`config.mk`:
```
export PLATFORM = sky130hd
export DESIGN_NAME = ivc_ctrl
export DESIGN_NICKNAME = d
export VERILOG_FILES = /design/src/ivc_pkg.sv /design/src/ivc_ctrl.sv
export SDC_FILE = /design/constraint.sdc
export NUM_CORES = 1
export LEC_CHECK = 0
export BUFFER_PORTS_ARGS = -buffer_cell sky130_fd_sc_hd__buf_2
export CAP_MARGIN = 20
export CORE_MARGIN = 2
export CORE_UTILIZATION = 30
export DETAILED_ROUTE_END_ITERATION = 8
export PLACE_DENSITY = 0.46
export SYNTH_ARGS = -nofsm -noshare
export SYNTH_HDL_FRONTEND = slang
export SYNTH_SLANG_ARGS = --single-unit
```
`constraint.sdc`:
```
create_clock -name SYS_CLK_IN -period 22.3 [get_ports SYS_CLK_IN]
set_input_delay 1.115 -clock SYS_CLK_IN [delete_from_list [all_inputs] [get_ports SYS_CLK_IN]]
set_output_delay 1.115 -clock SYS_CLK_IN [all_outputs]
set_load 0.1 [all_outputs]
```
`src/ivc_pkg.sv`:
```
// package: register map, field layout and types of the interrupt and wake-up controller
`default_nettype none
package ivc_pkg;

  // ----------------------------------------------------------------
  // register indices (byte address is four times the index)
  // ----------------------------------------------------------------
  localparam logic [7:0] IDX_POWER_CONTROL      = 8'h87;
  localparam logic [7:0] IDX_INTERRUPT_FLAGS    = 8'h95;
  localparam logic [7:0] IDX_PORT1_WAKE_MASK    = 8'h96;
  localparam logic [7:0] IDX_PORT3_WAKE_MASK    = 8'hA1;
  localparam logic [7:0] IDX_PRIORITY_LOW_MAIN  = 8'hB8;
  localparam logic [7:0] IDX_PRIORITY_HIGH_MAIN = 8'hB9;
  localparam logic [7:0] IDX_PRIORITY_LOW_EXT   = 8'hBA;
  localparam logic [7:0] IDX_PRIORITY_HIGH_EXT  = 8'hBB;
  localparam logic [7:0] IDX_ENABLE_MAIN        = 8'hA8;
  localparam logic [7:0] IDX_ENABLE_EXT         = 8'hA9;
  localparam logic [7:0] IDX_EXT_CONTROL        = 8'hAA;
  localparam logic [7:0] IDX_STATUS             = 8'hAB;

  // ----------------------------------------------------------------
  // field positions and reset values
  // ----------------------------------------------------------------
  localparam int         PWR_IDLE_BIT   = 0;
  localparam int         PWR_PD_BIT     = 1;
  localparam int         FLG_RTC_BIT    = 0;
  localparam int         FLG_PNC_BIT    = 1;
  localparam int         FLG_EXT2_BIT   = 2;
  localparam int         EN_GLOBAL_BIT  = 7;
  localparam int         XCT_EDGE0_BIT  = 0;
  localparam int         XCT_EDGE1_BIT  = 1;
  localparam int         XCT_FLAG0_BIT  = 2;
  localparam int         XCT_FLAG1_BIT  = 3;
  localparam int         XCT_SLOWSTOP_BIT = 4;
  localparam logic [7:0] REG_RESET      = 8'h00;

  // ----------------------------------------------------------------
  // sources, slots and vectors
  // ----------------------------------------------------------------
  localparam int         NSLOT      = 15;
  localparam int         NMAIN      = 6;
  localparam int         EXT_BASE   = 7;
  localparam int         NPERIPH    = 9;
  localparam int         SLOT_EXT0  = 0;
  localparam int         SLOT_EXT1  = 2;
  localparam int         SLOT_RTC   = 7;
  localparam int         SLOT_PNC   = 8;
  localparam int         SLOT_EXT2  = 9;
  localparam int         SLOT_PWM   = 13;
  localparam int         PERIPH_PWM = 7;
  localparam logic [7:0] VEC_BASE   = 8'h03;

  typedef enum logic [1:0] {PM_RUN, PM_IDLE, PM_HALT, PM_STOP} ivc_pmode_t;

  typedef struct packed {
    logic [2:0]  ext_s1;
    logic [2:0]  ext_s2;
    logic [2:0]  ext_p;
    logic [15:0] pin_s1;
    logic [15:0] pin_s2;
    logic [15:0] pin_p;
    logic [7:0]  pwr;
    logic [7:0]  p1m;
    logic [7:0]  p3m;
    logic [7:0]  plm;
    logic [7:0]  phm;
    logic [7:0]  ple;
    logic [7:0]  phe;
    logic [7:0]  enm;
    logic [7:0]  ene;
    logic [7:0]  xct;
    logic        ext0f;
    logic        ext1f;
    logic        ext2f;
    logic        pncf;
    logic        rtcf;
    logic [3:0]  svc;
    ivc_pmode_t  pmode;
    logic        hold;
    logic        req;
    logic [3:0]  slot;
    logic [1:0]  lvl;
    logic [7:0]  vec;
    logic        bus_wr;
    logic [7:0]  bus_idx;
    logic [31:0] rdata;
  } ivc_state_t;

endpackage
`default_nettype wire

```
`src/ivc_ctrl.sv`:
```
// module: fourteen-source interrupt controller with idle, halt and stop wake-up
//
// Behaviour
// - fourteen sources arbitrated over four priority levels
// - idle any enabled; halt timer/pwm/pins; stop pins
// - events set flags regardless of enables
// - vectors 0003..0073, eight apart, fixed order
// - per-source enables plus global enable gate requests
// - equal or higher level in service blocks
// - higher level preempts, preempted resumes afterwards
// - two-bit priority from high and low bits
// - per-pin masks enable pin change and wake
// - pins 0/1 edge or level, pin 2 edge
// - pin change flag on masked pin toggle
// - pin 2, pin change, rtc flags clear on entry
// - flag register write zero clears, one keeps
// - idle wake needs source and global enable
// - idle wake enters service routine at once
// - halt/stop wake needs only source enables or pin masks
// - one instruction runs before entry after halt/stop
// - entry after halt/stop needs global enable, sampling
// - pwm and rtc wake halt when enabled
// - power-down refused while enabled ext pin low
// - power bit 1 halt/stop, bit 0 idle
// - slow stop select chooses stop over halt
`default_nettype none
module ivc_ctrl
  import ivc_pkg::*;
(
  input  wire logic                 SYS_CLK_IN,
  input  wire logic                 RESET_IN,
  input  wire logic                 HSEL_IN,
  input  wire logic [11:0]          HADDR_IN,
  input  wire logic [1:0]           HTRANS_IN,
  input  wire logic                 HWRITE_IN,
  input  wire logic [2:0]           HSIZE_IN,
  input  wire logic [31:0]          HWDATA_IN,
  input  wire logic                 HREADY_IN,
  output logic      [31:0]          HRDATA_OUT,
  output logic                      HREADYOUT_OUT,
  output logic                      HRESP_OUT,
  input  wire logic [2:0]           EXT_PIN_IN,
  input  wire logic [15:0]          PORT_PIN_IN,
  input  wire logic [NPERIPH-1:0]   PERIPH_REQ_IN,
  input  wire logic                 RTC_EVENT_IN,
  input  wire logic                 CPU_ACK_IN,
  input  wire logic                 CPU_RETI_IN,
  input  wire logic                 CPU_INSN_DONE_IN,
  output logic                      IRQ_REQ_OUT,
  output logic      [7:0]           IRQ_VECTOR_OUT,
  output logic      [1:0]           IRQ_LEVEL_OUT,
  output logic                      CPU_IDLE_OUT,
  output logic                      CPU_HALT_OUT,
  output logic                      CPU_STOP_OUT
);

  // ----------------------------------------------------------------
  // helpers
  // ----------------------------------------------------------------
  function automatic logic slot_bit(input logic [7:0] m, input logic [7:0] e, input int s);
    logic r;
    r = 1'b0;
    if (s < NMAIN) begin
      r = m[s];
    end else if (s >= EXT_BASE) begin
      r = e[s-EXT_BASE];
    end
    return r;
  endfunction

  function automatic logic [1:0] top_level(input logic [3:0] v);
    logic [1:0] r;
    r = 2'h0;
    for (int i = 0; i < 4; i++) begin
      if (v[i]) begin
        r = 2'(i);
      end
    end
    return r;
  endfunction

  ivc_state_t q;
  ivc_state_t d;

  // ----------------------------------------------------------------
  // next state
  // ----------------------------------------------------------------
  always_comb begin
    logic [NSLOT-1:0] flags;
    logic [NSLOT-1:0] pend;
    logic             found;
    logic [3:0]       best;
    logic [1:0]       best_lvl;
    logic [1:0]       lvl_i;
    logic [1:0]       cur_lvl;
    logic             any_svc;
    logic [2:0]       ext_fall;
    logic [15:0]      pin_chg;
    logic             wr;
    logic [7:0]       wd;
    logic             pin_wake;
    logic             halt_wake;
    logic             refuse;
    logic             set_e0;
    logic             set_e1;
    logic             clr_e0;
    logic             clr_e1;
    logic             clr_e2;
    logic             clr_pnc;
    logic             clr_rtc;
    logic [7:0]       rd;
    logic [9:0]       aidx;
    d         = q;
    flags     = '0;
    pend      = '0;
    found     = 1'b0;
    best      = 4'h0;
    best_lvl  = 2'h0;
    lvl_i     = 2'h0;
    rd        = 8'h00;
    aidx      = HADDR_IN[11:2];
    wr        = q.bus_wr;
    wd        = HWDATA_IN[7:0];
    clr_e0    = 1'b0;
    clr_e1    = 1'b0;
    clr_e2    = 1'b0;
    clr_pnc   = 1'b0;
    clr_rtc   = 1'b0;
    cur_lvl   = 2'h0;
    any_svc   = 1'b0;
    ext_fall  = 3'h0;
    pin_chg   = 16'h0000;
    pin_wake  = 1'b0;
    halt_wake = 1'b0;
    refuse    = 1'b0;
    set_e0    = 1'b0;
    set_e1    = 1'b0;

    // pins pass two flops before any use
    d.ext_s1 = EXT_PIN_IN;
    d.ext_s2 = q.ext_s1;
    d.ext_p  = q.ext_s2;
    d.pin_s1 = PORT_PIN_IN;
    d.pin_s2 = q.pin_s1;
    d.pin_p  = q.pin_s2;
    ext_fall = q.ext_p & ~q.ext_s2;
    pin_chg  = (q.pin_s2 ^ q.pin_p) & {q.p3m, q.p1m};

    // current service level
    any_svc = |q.svc;
    cur_lvl = top_level(q.svc);

    // software writes in the data phase
    if (wr) begin
      if (q.bus_idx == IDX_PORT1_WAKE_MASK) begin
        d.p1m = wd;
      end else if (q.bus_idx == IDX_PORT3_WAKE_MASK) begin
        d.p3m = wd;
      end else if (q.bus_idx == IDX_PRIORITY_LOW_MAIN) begin
        d.plm = wd;
      end else if (q.bus_idx == IDX_PRIORITY_HIGH_MAIN) begin
        d.phm = wd;
      end else if (q.bus_idx == IDX_PRIORITY_LOW_EXT) begin
        d.ple = wd;
      end else if (q.bus_idx == IDX_PRIORITY_HIGH_EXT) begin
        d.phe = wd;
      end else if (q.bus_idx == IDX_ENABLE_MAIN) begin
        d.enm = wd;
      end else if (q.bus_idx == IDX_ENABLE_EXT) begin
        d.ene = wd;
      end else if (q.bus_idx == IDX_EXT_CONTROL) begin
        d.xct    = wd;
        clr_e0   = ~wd[XCT_FLAG0_BIT];
        clr_e1   = ~wd[XCT_FLAG1_BIT];
      end else if (q.bus_idx == IDX_INTERRUPT_FLAGS) begin
        clr_rtc = ~wd[FLG_RTC_BIT];
        clr_pnc = ~wd[FLG_PNC_BIT];
        clr_e2  = ~wd[FLG_EXT2_BIT];
      end else if (q.bus_idx == IDX_POWER_CONTROL) begin
        d.pwr = wd & ~(8'h01 << PWR_IDLE_BIT) & ~(8'h01 << PWR_PD_BIT);
      end
    end

    // entry: flags of a serviced pin 2, pin change, rtc or edge-mode pin 0/1 source clear automatically
    if (CPU_ACK_IN && q.req) begin
      d.svc[q.lvl] = 1'b1;
      clr_e0  = clr_e0 | (q.slot == 4'(SLOT_EXT0) && q.xct[XCT_EDGE0_BIT]);
      clr_e1  = clr_e1 | (q.slot == 4'(SLOT_EXT1) && q.xct[XCT_EDGE1_BIT]);
      clr_e2  = clr_e2 | (q.slot == 4'(SLOT_EXT2));
      clr_pnc = clr_pnc | (q.slot == 4'(SLOT_PNC));
      clr_rtc = clr_rtc | (q.slot == 4'(SLOT_RTC));
    end else if (CPU_RETI_IN && any_svc) begin
      d.svc[cur_lvl] = 1'b0;
    end

    // flag setting; a set beats a clear in the same cycle
    set_e0  = q.xct[XCT_EDGE0_BIT] ? ext_fall[0] : ~q.ext_s2[0];
    set_e1  = q.xct[XCT_EDGE1_BIT] ? ext_fall[1] : ~q.ext_s2[1];
    d.ext0f = (q.ext0f & ~clr_e0 & q.xct[XCT_EDGE0_BIT]) | set_e0;
    d.ext1f = (q.ext1f & ~clr_e1 & q.xct[XCT_EDGE1_BIT]) | set_e1;
    d.ext2f = (q.ext2f & ~clr_e2) | ext_fall[2];
    d.pncf  = (q.pncf & ~clr_pnc) | (|pin_chg);
    d.rtcf  = (q.rtcf & ~clr_rtc) | RTC_EVENT_IN;

    // assemble flags in vector order; the reserved slot never requests
    flags[SLOT_EXT0]   = q.ext0f;
    flags[1]           = PERIPH_REQ_IN[0];
    flags[SLOT_EXT1]   = q.ext1f;
    flags[3]           = PERIPH_REQ_IN[1];
    flags[4]           = PERIPH_REQ_IN[2];
    flags[5]           = PERIPH_REQ_IN[3];
    flags[6]           = 1'b0;
    flags[SLOT_RTC]    = q.rtcf;
    flags[SLOT_PNC]    = q.pncf;
    flags[SLOT_EXT2]   = q.ext2f;
    flags[SLOT_EXT2+1] = PERIPH_REQ_IN[4];
    flags[SLOT_EXT2+2] = PERIPH_REQ_IN[5];
    flags[SLOT_EXT2+3] = PERIPH_REQ_IN[6];
    flags[SLOT_PWM]    = PERIPH_REQ_IN[PERIPH_PWM];
    flags[NSLOT-1]     = PERIPH_REQ_IN[8];

    // arbitration: highest level, then lowest vector
    for (int i = 0; i < NSLOT; i++) begin
      pend[i] = flags[i] & slot_bit(q.enm, q.ene, i) & q.enm[EN_GLOBAL_BIT];
      lvl_i   = {slot_bit(q.phm, q.phe, i), slot_bit(q.plm, q.ple, i)};
      if (pend[i] && (!found || lvl_i > best_lvl)) begin
        found    = 1'b1;
        best     = 4'(i);
        best_lvl = lvl_i;
      end
    end

    // request toward the core
    d.req  = found && (!any_svc || best_lvl > cur_lvl)
             && !q.hold && (q.pmode == PM_RUN || q.pmode == PM_IDLE)
             && !(CPU_ACK_IN && q.req);
    d.slot = best;
    d.lvl  = best_lvl;
    d.vec  = 8'(VEC_BASE + {1'b0, best, 3'b000});

    // power modes
    pin_wake  = (q.ext0f & q.enm[SLOT_EXT0]) | (q.ext1f & q.enm[SLOT_EXT1])
              | (q.ext2f & q.ene[SLOT_EXT2-EXT_BASE]) | q.pncf;
    halt_wake = pin_wake | (q.rtcf & q.ene[SLOT_RTC-EXT_BASE])
              | (PERIPH_REQ_IN[PERIPH_PWM] & q.ene[SLOT_PWM-EXT_BASE]);
    refuse    = |(~q.ext_s2 & {q.ene[SLOT_EXT2-EXT_BASE], q.enm[SLOT_EXT1],
                               q.enm[SLOT_EXT0]});
    if (CPU_INSN_DONE_IN) begin
      d.hold = 1'b0;
    end
    case (q.pmode)
      PM_RUN: begin
        if (wr && q.bus_idx == IDX_POWER_CONTROL && wd[PWR_PD_BIT]) begin
          if (!refuse) begin
            d.pmode = q.xct[XCT_SLOWSTOP_BIT] ? PM_STOP : PM_HALT;
          end
        end else if (wr && q.bus_idx == IDX_POWER_CONTROL && wd[PWR_IDLE_BIT]) begin
          d.pmode = PM_IDLE;
        end
      end
      PM_IDLE: begin
        if (|pend) begin
          d.pmode = PM_RUN;
        end
      end
      PM_HALT: begin
        if (halt_wake) begin
          d.pmode = PM_RUN;
          d.hold  = 1'b1;
        end
      end
      PM_STOP: begin
        if (pin_wake) begin
          d.pmode = PM_RUN;
          d.hold  = 1'b1;
        end
      end
      default: begin
        d.pmode = PM_RUN;
      end
    endcase

    // bus address phase; read data is captured here for a zero-wait answer
    d.bus_wr = 1'b0;
    if (HSEL_IN && HTRANS_IN[1] && HREADY_IN) begin
      d.bus_idx = aidx[7:0];
      d.bus_wr  = HWRITE_IN && aidx[9:8] == 2'b00;
      if (HWRITE_IN || aidx[9:8] != 2'b00) begin
        rd = 8'h00;
      end else if (aidx[7:0] == IDX_POWER_CONTROL) begin
        rd = q.pwr | {6'h00, q.pmode == PM_HALT || q.pmode == PM_STOP, q.pmode == PM_IDLE};
      end else if (aidx[7:0] == IDX_INTERRUPT_FLAGS) begin
        rd = {5'h00, q.ext2f, q.pncf, q.rtcf};
      end else if (aidx[7:0] == IDX_PORT1_WAKE_MASK) begin
        rd = q.p1m;
      end else if (aidx[7:0] == IDX_PORT3_WAKE_MASK) begin
        rd = q.p3m;
      end else if (aidx[7:0] == IDX_PRIORITY_LOW_MAIN) begin
        rd = q.plm;
      end else if (aidx[7:0] == IDX_PRIORITY_HIGH_MAIN) begin
        rd = q.phm;
      end else if (aidx[7:0] == IDX_PRIORITY_LOW_EXT) begin
        rd = q.ple;
      end else if (aidx[7:0] == IDX_PRIORITY_HIGH_EXT) begin
        rd = q.phe;
      end else if (aidx[7:0] == IDX_ENABLE_MAIN) begin
        rd = q.enm;
      end else if (aidx[7:0] == IDX_ENABLE_EXT) begin
        rd = q.ene;
      end else if (aidx[7:0] == IDX_EXT_CONTROL) begin
        rd = {q.xct[7:4], q.ext1f, q.ext0f, q.xct[1:0]};
      end else if (aidx[7:0] == IDX_STATUS) begin
        rd = {q.pmode, cur_lvl, any_svc, q.hold, q.req, 1'b0};
      end
      d.rdata = {24'h000000, rd};
    end
  end

  // ----------------------------------------------------------------
  // state register
  // ----------------------------------------------------------------
  always_ff @(posedge SYS_CLK_IN or posedge RESET_IN) begin
    if (RESET_IN) begin
      q <= '0;
    end else begin
      q <= d;
    end
  end

  // ----------------------------------------------------------------
  // outputs from state flops; bus ready and response are constants
  // ----------------------------------------------------------------
  assign HRDATA_OUT     = q.rdata;
  assign HREADYOUT_OUT  = 1'b1;
  assign HRESP_OUT      = 1'b0;
  assign IRQ_REQ_OUT    = q.req;
  assign IRQ_VECTOR_OUT = q.vec;
  assign IRQ_LEVEL_OUT  = q.lvl;
  assign CPU_IDLE_OUT   = q.pmode == PM_IDLE;
  assign CPU_HALT_OUT   = q.pmode == PM_HALT;
  assign CPU_STOP_OUT   = q.pmode == PM_STOP;

endmodule
`default_nettype wire

```
==> results of run 1 <==
==> metrics by stage <==
stage / area, sq um / power [mW] / cells / util, %
after floorplan: 8791 / 0.4380 / 827 / -
after global placement: 9285 / 0.4645 / 1226 / 32.44
after detailed placement: 9285 / 0.4660 / 1226 / 32.44
after CTS: 9897 / 0.7681 / 1258 / 34.57
after global routing: 9897 / 0.7917 / 1258 / 34.57
final: 9897 / 0.7610 / 1258 / 34.57
==> report_power, final <==
group          switching (mW)  leakage (nW)  internal [mW]  total, mW
logic                  0.0815          2.05         0.0335      0.115
registers              0.0186          2.06          0.325      0.344
clock network           0.149         0.298          0.153      0.302
==> path summary, 6_finish.rpt <==
path	from	endpoint	slack (ns)	depth (start not counted)
min in group asynchronous	RESET_IN	IRQ_VECTOR_OUT[1]	0.86	2
setup / recovery	q[84]	IRQ_REQ_OUT	3.75	88
setup reg to reg	q[84]	IRQ_REQ_OUT	3.75	88
hold / removal	d[200]	d[197]	0.35	0
hold reg to reg	d[200]	d[197]	0.35	0
max in group asynchronous	RESET_IN	q[114]	19.97	3
==> Yosys cell counts, types with 4 or more instances <==
cell type and count:
sky130_fd_sc_hd__a21o_1 9, sky130_fd_sc_hd__a21oi_1 27, sky130_fd_sc_hd__a221oi_1 6, sky130_fd_sc_hd__a222oi_1 9
sky130_fd_sc_hd__a22oi_1 31, sky130_fd_sc_hd__a31oi_1 12, sky130_fd_sc_hd__and3_1 10, sky130_fd_sc_hd__buf_1 7
sky130_fd_sc_hd__buf_4 45, sky130_fd_sc_hd__clkbuf_1 14, sky130_fd_sc_hd__dfrtp_1 170, sky130_fd_sc_hd__ha_1 21
sky130_fd_sc_hd__inv_1 34, sky130_fd_sc_hd__mux2_2 85, sky130_fd_sc_hd__mux2i_1 6, sky130_fd_sc_hd__nand2_1 64
sky130_fd_sc_hd__nand2b_1 9, sky130_fd_sc_hd__nand3_1 24, sky130_fd_sc_hd__nand4_1 7, sky130_fd_sc_hd__nor2_1 43
sky130_fd_sc_hd__nor2b_1 15, sky130_fd_sc_hd__nor3_1 7, sky130_fd_sc_hd__nor4_1 5, sky130_fd_sc_hd__o2111ai_1 5
sky130_fd_sc_hd__o21a_1 4, sky130_fd_sc_hd__o21ai_0 30, sky130_fd_sc_hd__o22ai_1 6, sky130_fd_sc_hd__o31ai_1 5
sky130_fd_sc_hd__or3_1 7, sky130_fd_sc_hd__xor2_1 16
==> cell type report <==
class / count / share of cell area [%]
Sequential cell: 170 / 42.98
Multi-Input combinational cell: 557 / 40.39
Tap cell: 384 / 4.855
Clock buffer: 17 / 4.298
Timing Repair Buffer: 81 / 4.248
Clock inverter: 15 / 1.884
Inverter: 34 / 1.340
==> state kept, by name (all words and copies together), names as in the netlist <==
register        count
q                 119
d                  38
HRDATA_OUT          8
IRQ_LEVEL_OUT       2
IRQ_VECTOR_OUT      2
IRQ_REQ_OUT         1
==> cells by family (layout without fill, tap and decap cells) <==
kind of cell / after synthesis / in the layout / synth area share [%]
flops: 170 / 170 / 48.96
fa+ha+maj: 22 / 22 / 3.153
other cells: 2 / 29 / 0.08643
buf+inv: 100 / 147 / 6.263
simple gates: 211 / 211 / 12.18
xor+xnor: 16 / 16 / 1.613
compound gates: 187 / 187 / 15.87
mux: 92 / 92 / 11.88
==> worst max-delay path: cells and delay by family, from the launching register on <==
family          cells  cell delay, ns
compound gates     42            8.97
fa+ha+maj          15            4.15
simple gates       26            3.59
mux                 3            1.04
flops               1            0.50
buf+inv             2            0.14
==> per-layer routing <==
layer / up-vias / track usage [%]
li1: 3006 / -
met1: 3154 / 23.75
met5: - / 0
met3: 24 / 2.953
met4: 0 / 5.357
met2: 147 / 27.74
==> summary.txt, run 1 <==
status: complete, no violations
die span in y: 174.2 um
Leak: 4.414 nW
WS Path Type: reg -> reg
count of endpoints failing setup in the final report: 0
post-cts resize count: 0
ant diodes: 0
slew at the pin with the worst max-slew slack: 1.061 ns
average vias per placed instance: 5.033
Worst path most repeated cell: sky130_fd_sc_hd__ha_1
Primary FF master, synth: sky130_fd_sc_hd__dfrtp_1
largest area contributor in the netlist: sky130_fd_sc_hd__dfrtp_1
number of hold buffers added after CTS: 0
Post-Synthesis Mean Instance Area: 10.86 sq um
die area: 30340 sq um
post-synthesis sequential element count: 170
number of clock sinks seen by CTS: 170
most frequent standard cell in the layout excluding fill and tap cells: sky130_fd_sc_hd__dfrtp_1
antenna violation net count after detailed routing: 0
gate count of the mapped netlist: 800
startpoint kind of the worst setup timing path: flip-flop
DRT met1 WL: 11940 um
clock transition at the registers of the reported paths: 0.08 ns
Hold Slack: 0.3484 ns
max-slew violation total from the final report: 0
Core Rows: 62
via total after detailed routing: 6331
Final Hold Fails: 0
worst-skew pair later-pin latency: 0.43 ns
IO Pins: 134
crit end category: flip-flop
post-synth top area share: 48.96%
# port buffers: 75
unrepaired setup endpoints after global routing: no
min setup slack post-route: 3.748 ns
Multi-input gate area: 3998 sq um
delay of the slowest critical-path stage: 0.59 ns
wire length of the first global-routing pass: 39360 um
routed length on met2: 11870 um
initial cell density of the core: 30.36%
power per cell area: 76.90 nW/um^2
post-route clock period utilization: 83.19%
initial antenna violation count: 0
maximum level of the CTS H-tree: 4
TritonCTS Buffers: 17
Max FO, Critical Path: 7
Longest Clk Path Bufs: 2
area growth from synthesis to layout: 13.89%
Syn. warnings: 0
number of setup buffers added after CTS: 0
top area cells in the synthesized netlist: sky130_fd_sc_hd__dfrtp_1 (49%), sky130_fd_sc_hd__mux2_2 (11%), sky130_fd_sc_hd__buf_4 (3.9%), sky130_fd_sc_hd__ha_1 (3.0%), sky130_fd_sc_hd__nand2_1 (2.8%)
grt total ovfl: 0
Slew Limit Headroom: 28.88%
core region area: 28630 sq um
clk_skew: 0.009163 ns
total length of routed wires: 25380 um
post-synthesis instance area: 8690 sq um
pre-CTS worst setup slack: 3.854 ns
Max-cap violations: 0
top library cells by usage in the layout, fill and taps aside: sky130_fd_sc_hd__dfrtp_1 (170), sky130_fd_sc_hd__mux2_2 (85), sky130_fd_sc_hd__buf_2 (75)
CTS tree: done
detailed placement HPWL: 19020 um
post-route minimum period: 18.55 ns
Async SR Flop Fraction: 100.0%
register area: 4254 sq um
setup TNS: 0 ns
die width: 174.2 um
highest clock frequency the design can meet: 53.90 MHz
register area share after synthesis: 48.96%
NumNets Final: 968
All-Layer GR Usage: 17.26%
top routing layer used: met4
average wire per standard cell: 20.18 um
Crit path required time: 22.62 ns
number of remaining DRC errors: 0
clock root buffer master: sky130_fd_sc_hd__clkbuf_16
routability congestion estimate: 0.8379
data arrival time at the worst-slack endpoint: 18.87 ns
slowest stage cell on the critical path: sky130_fd_sc_hd__o2111ai_1
number of optimization iterations in the first detailed-route pass: 5
fraction of layout cells with a size suffix above 1: 25.06%
maximum number of pins on one net before global-route repair: 100
class of the most critical hold timing path: reg -> reg
count of flip-flops with a built-in enable after synthesis: 0
first-iteration detailed-routing DRC count: 376
DR WL met3: 963 um
number of global-route vias before repair: 6266
number of distinct library cell variants in the gate-level netlist after synthesis: 70
VDD IR-drop max: 0.05226 mV
fill cell count: 2961
Power figures use the tool's default switching activity.
==> run 2: changes to the inputs <==
--- a/config.mk
+++ b/config.mk
@@ -10,7 +10,7 @@
 export CORE_MARGIN = 2
 export CORE_UTILIZATION = 30
 export DETAILED_ROUTE_END_ITERATION = 8
-export PLACE_DENSITY = 0.46
+export PLACE_DENSITY = 0.47
 export SYNTH_ARGS = -nofsm -noshare
 export SYNTH_HDL_FRONTEND = slang
 export SYNTH_SLANG_ARGS = --single-unit
==> constraint.sdc (replaced) <==
create_clock -name SYS_CLK_IN -period 16.3 [get_ports SYS_CLK_IN]
set_input_delay 0.815 -clock SYS_CLK_IN [delete_from_list [all_inputs] [get_ports SYS_CLK_IN]]
set_output_delay 0.815 -clock SYS_CLK_IN [all_outputs]
set_load 0.1 [all_outputs]
==> run 2 against run 1 <==
  * Sequential share of layout area fell by 3.4 points
  * Flip-flop and latch count did not move
  * Clock-buffer cell count did not move
  * Worst setup slack got worse by 3.1 ns
  * Clock skew rose by 0.0012 ns
  * Power rose by 39%
  * Global-route usage rose by 0.16 points
==> summary.txt, run 2 (synthesis gave the netlist of run 1 again) <==
min setup slack post-route: 0.6246 ns
Slew Limit Headroom: 24.43%
worst-skew pair later-pin latency: 0.44 ns
routability congestion estimate: 0.8421
class of the most critical hold timing path: reg -> reg
Max FO, Critical Path: 4
clock root buffer master: sky130_fd_sc_hd__clkbuf_16
slew at the pin with the worst max-slew slack: 1.134 ns
number of optimization iterations in the first detailed-route pass: 4
placed instance area: 9529 sq um
Hold Slack: 0.3496 ns
initial cell density of the core: 30.36%
grt total ovfl: 0
number of clock sinks seen by CTS: 170
number of flip-flops in the largest register: 119
number of remaining DRC errors: 0
post-route clock period utilization: 96.17%
Longest Clk Path Bufs: 2
die width: 174.2 um
highest clock frequency the design can meet: 63.79 MHz
core region area: 28630 sq um
pre-CTS worst setup slack: -0.1083 ns
top library cells by usage in the layout, fill and taps aside: sky130_fd_sc_hd__dfrtp_1 (170), sky130_fd_sc_hd__mux2_2 (84), sky130_fd_sc_hd__buf_2 (75)
antenna violation net count after detailed routing: 0
VDD IR-drop max: 0.06142 mV
clk_skew: 0.01032 ns
FF-to-FF setup slack: 0.62 ns
number of global-route vias before repair: 6521
first-iteration detailed-routing DRC count: 528
wire length of the first global-routing pass: 39890 um
largest register by flop count: q
fraction of layout cells with a size suffix above 1: 37.22%
Leak: 4.761 nW
Core Rows: 62
# port buffers: 75
startpoint kind of the worst setup timing path: flip-flop
unrepaired setup endpoints after global routing: yes
die span in y: 174.2 um
area growth from synthesis to layout: 23.70%
average vias per placed instance: 5.131
CTS tree: done
NumNets Final: 1021
data arrival time at the worst-slack endpoint: 16.00 ns
slowest stage cell on the critical path: sky130_fd_sc_hd__or3_4
fraction of the core area covered by cells at the end of the flow: 37.55%
Crit path required time: 16.63 ns
Final Cell Area: 10750 sq um
power per cell area: 98.35 nW/um^2
ant diodes: 0
crit end category: flip-flop
delay of the slowest critical-path stage: 0.44 ns
most frequent standard cell in the layout excluding fill and tap cells: sky130_fd_sc_hd__dfrtp_1
status: complete, no violations
number of hold buffers added after CTS: 0
initial antenna violation count: 1
Final Hold Fails: 0
maximum number of pins on one net before global-route repair: 118
post-route minimum period: 15.68 ns
IO Pins: 134
max-slew violation total from the final report: 0
clock transition at the registers of the reported paths: 0.07 ns
via total after detailed routing: 6727
detailed placement HPWL: 19390 um
die area: 30340 sq um
maximum level of the CTS H-tree: 4
Max-cap violations: 0
Non-Filler Instances: 1311
TritonCTS Buffers: 17
average wire per standard cell: 20.19 um
cell count after placement: 1257
All-Layer GR Usage: 17.42%
total length of routed wires: 26460 um
count of endpoints failing setup in the final report: 0
WS Path Type: reg -> reg
==> run 2: report_power, final <==
part / leakage, nW / switching, mW / internal (mW)
sequential: 2.06 / 0.0260 / 0.445
combinational: 2.41 / 0.121 / 0.0609
clock: 0.293 / 0.197 / 0.207
total: 4.76 / 0.344 / 0.713
==> run 2: worst max-delay path: cells and delay by family, from the launching register on <==
kind            cells  cell delay [ns]
fa+ha+maj          15             4.15
simple gates       26             3.26
mux                 2             0.61
compound gates     43             6.90
buf+inv             3             0.24
flops               1             0.39
==> run 2: through the flow <==
step                TNS (ns)  power (mW)
CTS                        0       1.047
global route         -0.2851       1.105
floorplan                  0      0.5995
finish                     0       1.057
global placement           0      0.6393
detailed placement   -0.1083      0.6417
==> run 2: layout make-up <==
| type | count | area [sq um] |
|---|---|---|
| fill | 2876 | 17880 |
| timing repair buffer | 134 | 842.1 |
| sequential | 170 | 4254 |
| multi-input combinational | 557 | 4441 |
| clock buffer | 17 | 425.4 |
| tap | 384 | 480.5 |
| inverter | 34 | 132.6 |
| clock inverter | 15 | 173.9 |
==> run 2: worst paths after layout <==
path,startpoint,endpoint,cells past startpoint
worst min-delay path,d[166],d[150],0
min in group asynchronous,RESET_IN,IRQ_VECTOR_OUT[1],2
worst max register to register,q[67],IRQ_REQ_OUT,89
max in group asynchronous,RESET_IN,q[96],3
worst max-delay path,q[67],IRQ_REQ_OUT,89
worst min register to register,d[166],d[150],0
==> run 2: what timing repair did <==
action / in CTS / in global routing
endpoints found under the hold margin: 0 / 0
gates resized for setup: 2 / 97
buffers inserted: 0 / 21
setup endpoints to repair: 1 / 7
pin swaps: 0 / 65
gates cloned: 0 / 0
==> run 2: metal layers <==
layer	global-route usage [%]	wire [um]	vias to the layer above
li1	-	-	3115
met1	23.81	12150	3359
met2	28.03	12390	207
met3	2.384	1102	44
met4	6.688	802	2
met5	0	13	-
